--- src/common/uart_stat_consts.vh ---
// Constants for the serial unit status and baud generator block
// Contract
// - Reset clears receive error status, transmit status and divider to zero.
// - ID flag follows received appended bit: set on one, cleared otherwise.
// - ID flag changes at frame end only in multiprocessor transfer mode.
// - Parity error set when received parity disagrees with selected type.
// - Framing error set when first stop bit is not found.
// - Receiver checks only the first stop bit, even with two configured.
// - Overrun set when a frame ends before the held byte is read.
// - After overrun, new bytes are discarded until the held byte is read.
// - Clearing unit power enable clears all four receive flags.
// - Buffer-full flag set on write, cleared on move or enable loss; with two bytes held, the first move leaves it set.
// - Shifter-busy set on move, cleared at idle end or enable loss.
// - Divider value k divides prescaled clock; k below 8 is prohibited.
// - Baud rate is oscillator over two to n plus one, times k.
// - Zero parity selection skips the parity check entirely.
// - Source select zero takes the external pin, else oscillator over 2^n.
`ifndef UART_STAT_CONSTS_VH
`define UART_STAT_CONSTS_VH

// Register byte addresses
`define ADDR_BAUD_DIVIDER 16'hFF93
`define ADDR_RX_ERR_STATUS 16'hFF94
`define ADDR_TX_STATUS 16'hFF95

// Reset values
`define RST_BAUD_DIVIDER 8'h00
`define RST_RX_ERR_STATUS 8'h00
`define RST_TX_STATUS 8'h00
`define RST_RX_BUFFER 8'hFF
`define RST_TX_BUFFER 8'hFF
`define RST_READ_DATA 8'h00

// Field positions in receive error status
`define BIT_OVERRUN 0
`define BIT_FRAMING 1
`define BIT_PARITY 2
`define BIT_ID_FRAME 3

// Field positions in transmit status
`define BIT_SHIFTER_BUSY 0
`define BIT_HOLD_FULL 1

// Parity select codes
`define PAR_NONE 2'h0
`define PAR_ZERO 2'h1
`define PAR_ODD 2'h2
`define PAR_EVEN 2'h3

// Transfer mode codes
`define MODE_MULTIPROC 2'h1

// Divider limits and source select
`define DIV_MIN 8'h08
`define SRC_EXTERNAL 3'h0

`endif

--- src/core/baud_gen.v ---
// Prescaler and programmable divider forming the baud clock
`timescale 1ns/100ps
`default_nettype none
`include "uart_stat_consts.vh"

module baud_gen #(
	parameter PRE_W = 7
) (
	input wire clk, // System clock
	input wire srst, // Synchronous reset, active high
	input wire run, // Unit power enable
	input wire [2:0] src_sel, // Prescaler source select n
	input wire [7:0] divisor, // Divider value k
	input wire ext_clk, // Synchronised external source clock
	output reg baud_clk, // Baud clock square wave
	output reg baud_tick // One pulse per baud clock period
);

	reg [PRE_W-1:0] pre_reg;
	reg ext_dly_reg;
	reg [7:0] cnt_reg;
	reg src_tick;
	wire [PRE_W-1:0] pre_mask;
	wire k_legal;

	assign pre_mask = ~({PRE_W{1'b1}} << src_sel);
	assign k_legal = (divisor >= `DIV_MIN);

	// Source tick: external edge or oscillator over 2^n
	always @* begin
		if (src_sel == `SRC_EXTERNAL) begin
			src_tick = ext_clk & ~ext_dly_reg;
		end else begin
			src_tick = ((pre_reg & pre_mask) == pre_mask);
		end
	end

	// Prescaler counter and external edge history
	always @(posedge clk) begin
		if (srst || !run) begin
			pre_reg <= {PRE_W{1'b0}};
			ext_dly_reg <= 1'b0;
		end else begin
			pre_reg <= pre_reg + {{(PRE_W-1){1'b0}}, 1'b1};
			ext_dly_reg <= ext_clk;
		end
	end

	// Divide by k, toggle output: rate = fx / (2^(n+1) * k)
	always @(posedge clk) begin
		if (srst || !run || !k_legal) begin
			cnt_reg <= 8'h00;
			baud_clk <= 1'b0;
			baud_tick <= 1'b0;
		end else begin
			baud_tick <= 1'b0;
			if (src_tick) begin
				if (cnt_reg == divisor - 8'h01) begin
					cnt_reg <= 8'h00;
					baud_clk <= ~baud_clk;
					baud_tick <= ~baud_clk;
				end else begin
					cnt_reg <= cnt_reg + 8'h01;
				end
			end
		end
	end

endmodule // baud_gen
`default_nettype wire

--- src/core/uart_status_top.v ---
// Status flags, transmit buffering and baud generation of the serial unit
`timescale 1ns/100ps
`default_nettype none
`include "uart_stat_consts.vh"

module uart_status_top (
	input wire CLK_SYS, // System clock, 20 MHz
	input wire SRST, // Synchronous reset, active high
	// CPU register access
	input wire [15:0] ADDR, // Byte address
	input wire [7:0] WDATA, // Write data
	input wire WR, // Write strobe, one cycle
	input wire RD, // Read strobe, one cycle
	output reg [7:0] RDATA, // Read data, valid cycle after RD
	// Mode bits from neighbouring registers
	input wire UNIT_POWER_ENABLE, // Unit clock and power enable
	input wire TRANSMIT_ENABLE_BIT, // Transmit enable
	input wire RECEIVE_ENABLE_BIT, // Receive enable
	input wire [1:0] PARITY_SELECT, // Parity type select
	input wire CHAR_LEN_8, // High for 8-bit data, low for 7
	input wire [1:0] TRANSFER_MODE, // Transfer mode select
	input wire [2:0] SOURCE_SELECT, // Prescaler source select
	input wire EXT_CLK_PIN, // External source clock pin
	// Transmit holding buffer write
	input wire TXB_WR, // Holding buffer write strobe
	input wire [7:0] TXB_DATA, // Holding buffer write data
	output reg TXB_READY, // Holding buffer can take a byte
	// Hand-over to the transmit shifter
	output reg TX_VALID, // Byte offered to shifter
	output reg [7:0] TX_DATA, // Byte offered to shifter
	input wire TX_READY, // Shifter takes the byte
	input wire TX_SHIFT_DONE, // Shifter finished its frame
	// Frame result from the receive shifter
	input wire RX_DONE, // Frame end pulse
	input wire [7:0] RX_SHIFT_DATA, // Received data bits
	input wire RX_PARITY_BIT, // Received parity bit
	input wire RX_STOP_BIT, // First stop bit sample
	input wire RX_MP_BIT, // Multiprocessor appended bit
	// Receive holding buffer
	input wire RXB_RD, // Holding buffer read strobe
	output reg [7:0] RX_BYTE, // Holding buffer contents
	output reg RX_FULL, // Holding buffer holds unread byte
	// Baud generator
	output wire BAUD_CLK, // Baud clock
	output wire BAUD_TICK // One pulse per baud period
);

	// Register bank
	reg [7:0] divider_reg;
	reg id_frame_flag_reg;
	reg parity_error_flag_reg;
	reg framing_error_flag_reg;
	reg overrun_flag_reg;
	reg shifter_busy_reg;

	// Two-entry transmit buffer
	reg [7:0] ent1_reg;
	reg v1_reg;
	reg v0_next;
	reg v1_next;
	reg [7:0] d0_next;
	reg [7:0] d1_next;

	// External clock synchroniser
	reg ext_s1_reg;
	reg ext_s2_reg;

	// Receive checks
	reg par_err;
	reg [7:0] rx_masked;
	wire rx_xor;

	wire tx_on;
	wire rx_on;
	wire push;
	wire pop;
	wire hold_full;
	wire [7:0] rx_status;
	wire [7:0] tx_status;

	assign tx_on = UNIT_POWER_ENABLE & TRANSMIT_ENABLE_BIT;
	assign rx_on = UNIT_POWER_ENABLE & RECEIVE_ENABLE_BIT;

	// Writes refused while buffer has no room
	assign push = TXB_WR & TXB_READY & tx_on;
	assign pop = TX_VALID & TX_READY;
	assign hold_full = TX_VALID | v1_reg;

	// Status register images, upper bits read zero
	assign rx_status = {4'h0,
		id_frame_flag_reg,
		parity_error_flag_reg,
		framing_error_flag_reg,
		overrun_flag_reg};
	assign tx_status = {6'h00, hold_full, shifter_busy_reg};

	// Two flops on the external clock pin
	always @(posedge CLK_SYS) begin
		if (SRST) begin
			ext_s1_reg <= 1'b0;
			ext_s2_reg <= 1'b0;
		end else begin
			ext_s1_reg <= EXT_CLK_PIN;
			ext_s2_reg <= ext_s1_reg;
		end
	end

	// Divider register write
	always @(posedge CLK_SYS) begin
		if (SRST) begin
			divider_reg <= `RST_BAUD_DIVIDER;
		end else if (WR && ADDR == `ADDR_BAUD_DIVIDER) begin
			divider_reg <= WDATA;
		end
	end

	// Read data mux, unmapped addresses read zero
	always @(posedge CLK_SYS) begin
		if (SRST) begin
			RDATA <= `RST_READ_DATA;
		end else if (RD) begin
			if (ADDR == `ADDR_BAUD_DIVIDER) begin
				RDATA <= divider_reg;
			end else if (ADDR == `ADDR_RX_ERR_STATUS) begin
				RDATA <= rx_status;
			end else if (ADDR == `ADDR_TX_STATUS) begin
				RDATA <= tx_status;
			end else begin
				RDATA <= 8'h00;
			end
		end
	end

	// Transmit buffer next state, head entry feeds shifter
	always @* begin
		v0_next = TX_VALID;
		v1_next = v1_reg;
		d0_next = TX_DATA;
		d1_next = ent1_reg;
		if (pop) begin
			v0_next = v1_reg;
			d0_next = ent1_reg;
			v1_next = 1'b0;
		end
		if (push) begin
			if (!v0_next) begin
				v0_next = 1'b1;
				d0_next = TXB_DATA;
			end else begin
				v1_next = 1'b1;
				d1_next = TXB_DATA;
			end
		end
	end

	// Transmit buffer registers, flushed when enables drop
	always @(posedge CLK_SYS) begin
		if (SRST) begin
			TX_VALID <= 1'b0;
			v1_reg <= 1'b0;
			TX_DATA <= `RST_TX_BUFFER;
			ent1_reg <= `RST_TX_BUFFER;
			TXB_READY <= 1'b0;
		end else if (!tx_on) begin
			TX_VALID <= 1'b0;
			v1_reg <= 1'b0;
			TX_DATA <= `RST_TX_BUFFER;
			ent1_reg <= `RST_TX_BUFFER;
			TXB_READY <= 1'b0;
		end else begin
			TX_VALID <= v0_next;
			v1_reg <= v1_next;
			TX_DATA <= d0_next;
			ent1_reg <= d1_next;
			TXB_READY <= ~v1_next;
		end
	end

	// Shifter busy: set on hand-over, cleared at idle frame end
	always @(posedge CLK_SYS) begin
		if (SRST) begin
			shifter_busy_reg <= 1'b0;
		end else if (!tx_on) begin
			shifter_busy_reg <= 1'b0;
		end else if (pop) begin
			shifter_busy_reg <= 1'b1;
		end else if (TX_SHIFT_DONE && !TX_VALID) begin
			shifter_busy_reg <= 1'b0;
		end
	end

	// Data masked to the configured character length
	always @* begin
		rx_masked = RX_SHIFT_DATA;
		if (!CHAR_LEN_8) begin
			rx_masked = {1'b0, RX_SHIFT_DATA[6:0]};
		end
	end

	assign rx_xor = ^rx_masked ^ RX_PARITY_BIT;

	// Parity check per selected type, none for zero parity
	always @* begin
		case (PARITY_SELECT)
			`PAR_ODD: par_err = ~rx_xor;
			`PAR_EVEN: par_err = rx_xor;
			default: par_err = 1'b0;
		endcase
	end

	// Receive flags, refreshed at each frame end, ID flag in multiprocessor mode only
	always @(posedge CLK_SYS) begin
		if (SRST) begin
			id_frame_flag_reg <= 1'b0;
			parity_error_flag_reg <= 1'b0;
			framing_error_flag_reg <= 1'b0;
			overrun_flag_reg <= 1'b0;
		end else if (!UNIT_POWER_ENABLE) begin
			id_frame_flag_reg <= 1'b0;
			parity_error_flag_reg <= 1'b0;
			framing_error_flag_reg <= 1'b0;
			overrun_flag_reg <= 1'b0;
		end else if (RX_DONE && rx_on) begin
			parity_error_flag_reg <= par_err;
			framing_error_flag_reg <= ~RX_STOP_BIT;
			// Unread byte still held: this frame overruns
			overrun_flag_reg <= RX_FULL && !RXB_RD;
			if (TRANSFER_MODE == `MODE_MULTIPROC) begin
				id_frame_flag_reg <= RX_MP_BIT;
			end
		end
	end

	// Receive holding buffer, new byte dropped while unread
	always @(posedge CLK_SYS) begin
		if (SRST || !UNIT_POWER_ENABLE) begin
			RX_BYTE <= `RST_RX_BUFFER;
			RX_FULL <= 1'b0;
		end else if (RX_DONE && rx_on && (!RX_FULL || RXB_RD)) begin
			RX_BYTE <= rx_masked;
			RX_FULL <= 1'b1;
		end else if (RXB_RD) begin
			RX_FULL <= 1'b0;
		end
	end

	// Baud clock generator
	baud_gen #(
		.PRE_W(7)
	) u_baud_gen (
		.clk(CLK_SYS),
		.srst(SRST),
		.run(UNIT_POWER_ENABLE),
		.src_sel(SOURCE_SELECT),
		.divisor(divider_reg),
		.ext_clk(ext_s2_reg),
		.baud_clk(BAUD_CLK),
		.baud_tick(BAUD_TICK)
	);

endmodule // uart_status_top
`default_nettype wire

--- config.mk ---
export PLATFORM = sky130hd
export DESIGN_NAME = uart_status_top
export DESIGN_NICKNAME = d
export VERILOG_FILES = /design/src/core/baud_gen.v /design/src/core/uart_status_top.v
export VERILOG_INCLUDE_DIRS = /design/src /design/src/common
export SDC_FILE = /design/constraint.sdc
export NUM_CORES = 1
export LEC_CHECK = 0
export BUFFER_PORTS_ARGS = -buffer_cell sky130_fd_sc_hd__buf_2
export CORE_MARGIN = 5
export CORE_UTILIZATION = 25
export CTS_CLUSTER_DIAMETER = 30
export DETAILED_ROUTE_END_ITERATION = 7
export PLACE_DENSITY = 0.43
export REMOVE_ABC_BUFFERS = 1
export SYNTH_ARGS = -nofsm -noshare
export SYNTH_HDL_FRONTEND = slang
export SYNTH_SLANG_ARGS = --single-unit
export TNS_END_PERCENT = 100
--- constraint.sdc ---
create_clock -name CLK_SYS -period 2.1 [get_ports CLK_SYS]
set_input_delay 0.21 -clock CLK_SYS [delete_from_list [all_inputs] [get_ports CLK_SYS]]
set_output_delay 0.21 -clock CLK_SYS [all_outputs]
set_load 0.05 [all_outputs]
==> reports/metrics.cfg <==
[placed_design]
dp.cells = 625
place_area_um2 = 3860
globalplace.congestion = 0.777
dpl.hpwl_um = 6350
pre_cts_ws_ns = -0.119
numPortBuffers = 92

[floorplanning]
io_pins = 93
core.rowCount = 40
die_y_um = 121
fp.dieArea_um2 = 14700
start_util_pct = 25.7
die_w_um = 121
placeableCoreArea_um2 = 12100

[global_route]
grt_pass1_wl_um = 13800
antenna_found_initial = 0
grt_usage_pct = 11.8
grt_max_degree = 22
grt_overflow = 0
grt_pass1_vias = 2800

[synthesis]
syn_avg_cell_area_um2 = 8.61
synth.most_common_cell = dfxtp_1
yosys_warnings = 0
netlist.area_leader.share_pct = 44.6
synth_compound_area_share_pct = 11.4
ys_ff_latch = 69
synth_area_leaders = dfxtp_1 (45%), nand2_1 (7.0%), nand3_1 (6.1%)
netlist_area_um2 = 3100
synth_xor_area_share_pct = 7.34
synth_common_cells = dfxtp_1 (69), nand2_1 (58), nand3_1 (38)
synth.distinct_cells = 46
synthSimpleGateAreaFrac_pct = 25.7
synth_cells = 360
synth.area.mux_share_pct = 6.46
synth-adder-area-share_pct = 1.21
async_flop_share_pct = 0
synth_edf_count = 0
synth_top_family_by_area = simple AND/OR/NAND/NOR gates
yosys.area.top_type = dfxtp_1
synthFlopType = dfxtp_1
ys_seq_area_share_pct = 44.6

[route]
drt-initial-drc-count = 164
via_per_inst = 4.51
dr.pass1.iters = 4
ant_nets = 0
vias = 2897
wl_per_cell_um = 13.2
drc_errors = 0
drt-total-wl_um = 8500

[power]
switching_share_pct = 23.9
ir_drop_mv = 0.469
p_leak_nw = 1.69
p_sw_w = 0.000709
pwr-share-seq_pct = 44.9
powerDensity_nw_per_um2 = 704
intPower_w = 0.00225
pwr-share-comb_pct = 7.6
clockPowerShare_pct = 47.5

[timing]
slew_violations = 0
hold_violations = 0
fin_skew_ns = 0.00629
relSlewSlack_pct = 53.5
fmax_mhz = 463
fin_hold_ws_ns = 0.0635
finalSetupViolations = 1
rsz0062_at_grt = yes
period_share_pct = 103
worst_pin_slew_ns = 0.695
min_period_ns = 2.16
setup_ws_ns = -0.0611

[cts]
clockBufferDepth = 2
insertion_delay_ns = 0.33
htreeDepth = 3
cts_made_buffers = 9
cts_tree = yes
clkSinkCount = 69
clockRootBuffer = clkbuf_16
clkSlewWorstSetupHoldPaths_ns = 0.06

[critical_path]
r2r_setup_slack_ns = -0.06
r2r_cells = 6
r2r-end = u_baud_gen.baud_clk
cp.arrival_ns = 2.42
crit_fanout = 3
timing_worst_setup_path_type = reg2reg
critPathCaptureType = flip-flop
endpoint = u_baud_gen.baud_clk
required_ns = 2.36
startpoint = divider_reg[3]
worstSetupStartpointType = flip-flop
reg2reg_from = divider_reg[3]

[cells_and_area]
area_growth_pct = 35.8
fin_area_um2 = 4210
drive_above_1_share_pct = 33.3
stdcell_count = 642
finalNetCount = 536
diodes = 0
fin_util_pct = 34.9

[min_path]
worstHoldPathType = in2reg
whs_path_depth = 2

[run]
max_cap_viol_count = 0

[run_status]
violations = setup timing
outcome = finished with violations

## power groups by stage
| stage | clock, W | sequential, W | combinational, W |
|---|---|---|---|
| 4_1_cts | 0.00146 | 0.00133 | 0.000228 |
| 5_1_grt | 0.00153 | 0.00133 | 0.000249 |
| 2_1_floorplan | 0 | 0.00139 | 0.0000791 |
| 3_3_place_gp | 0 | 0.00136 | 0.000227 |
| 6_report | 0.00141 | 0.00133 | 0.000224 |
| 3_5_place_dp | 0 | 0.00136 | 0.000228 |
## cells in the final DEF, fill, tap and decap left out, types with 3 or more instances in the layout
master and n:
xor2_1 11, and2_1 4, nor2b_1 3, a21oi_1 26, mux2i_1 11, dfxtp_2 3
dfxtp_1 66, buf_2 92, nand2b_1 7, xnor2_1 15, nand3_1 37, nand2_1 58
mux2_2 8, nor2_1 25, clkbuf_16 9, buf_4 18, and3_1 3, inv_1 7
a211oi_1 6, or3_1 5, o21ai_0 10
## logic make-up (layout without fill, tap and decap cells)
group | count (synthesis) | count (layout)
AOI/OAI and AO/OA | 57 | 57
xor gates and xnor gates | 26 | 26
adders and majority gates | 3 | 3
buffers and inverters | 22 | 136
DFF | 69 | 69
muxes | 19 | 19
and+or+nand+nor | 164 | 164
## per-layer routing
layer  track usage [%]  vias up  part of all wire (%)  wire length, µm
met1              15.2     1349                    48             4060
met2              18.2       67                    45             3780
li1                  -     1472                     -                -
met3              4.90        9                   6.3              533
met4              3.22        0                   1.4              116
met5                 0        -                     0                0
## worst min path at each step
| stage | from | slack [ns] | endpoint |
|---|---|---|---|
| final | RX_STOP_BIT | 0.06 | framing_error_flag_reg |
| after global routing | RX_STOP_BIT | 0.06 | framing_error_flag_reg |
| after CTS | RX_STOP_BIT | 0.05 | framing_error_flag_reg |
| after detailed placement | RX_STOP_BIT | 0.41 | framing_error_flag_reg |
| after global placement | RX_STOP_BIT | 0.41 | framing_error_flag_reg |
| after floorplan | SRST | 0.28 | RDATA[4] |
## cell type report
type	count	area [µm²]
clock buffer	11	243
sequential	69	1390
multi-input combinational	269	1670
clock inverter	5	35.0
timing repair buffer	113	638
fill	1292	7850
inverter	7	26.3
tap	168	210
## worst max-delay path, stage by stage, from the launching register on
cell and delay (ns):
dfxtp_2 0.32, or4_4 0.55, nor2b_4 0.12, xnor2_1 0.07, or4_4 0.57, or3_1 0.34, a21oi_2 0.12
## through the flow
stage                     TNS [ns]  total power [W]
after floorplan              -1.42          0.00147
after global placement       -1.55          0.00159
after detailed placement     -1.62          0.00159
after CTS                  -0.0530          0.00302
after global routing        -0.381          0.00311
final                      -0.0611          0.00296
## what timing repair did
action / CTS / global route
pin swaps: 2 / 0
setup endpoints to repair: 10 / 10
hold buffers: 0 / 0
setup buffers: 0 / 1
gates resized for setup: 5 / 12
Note: power is estimated with default switching activity, not from simulation.
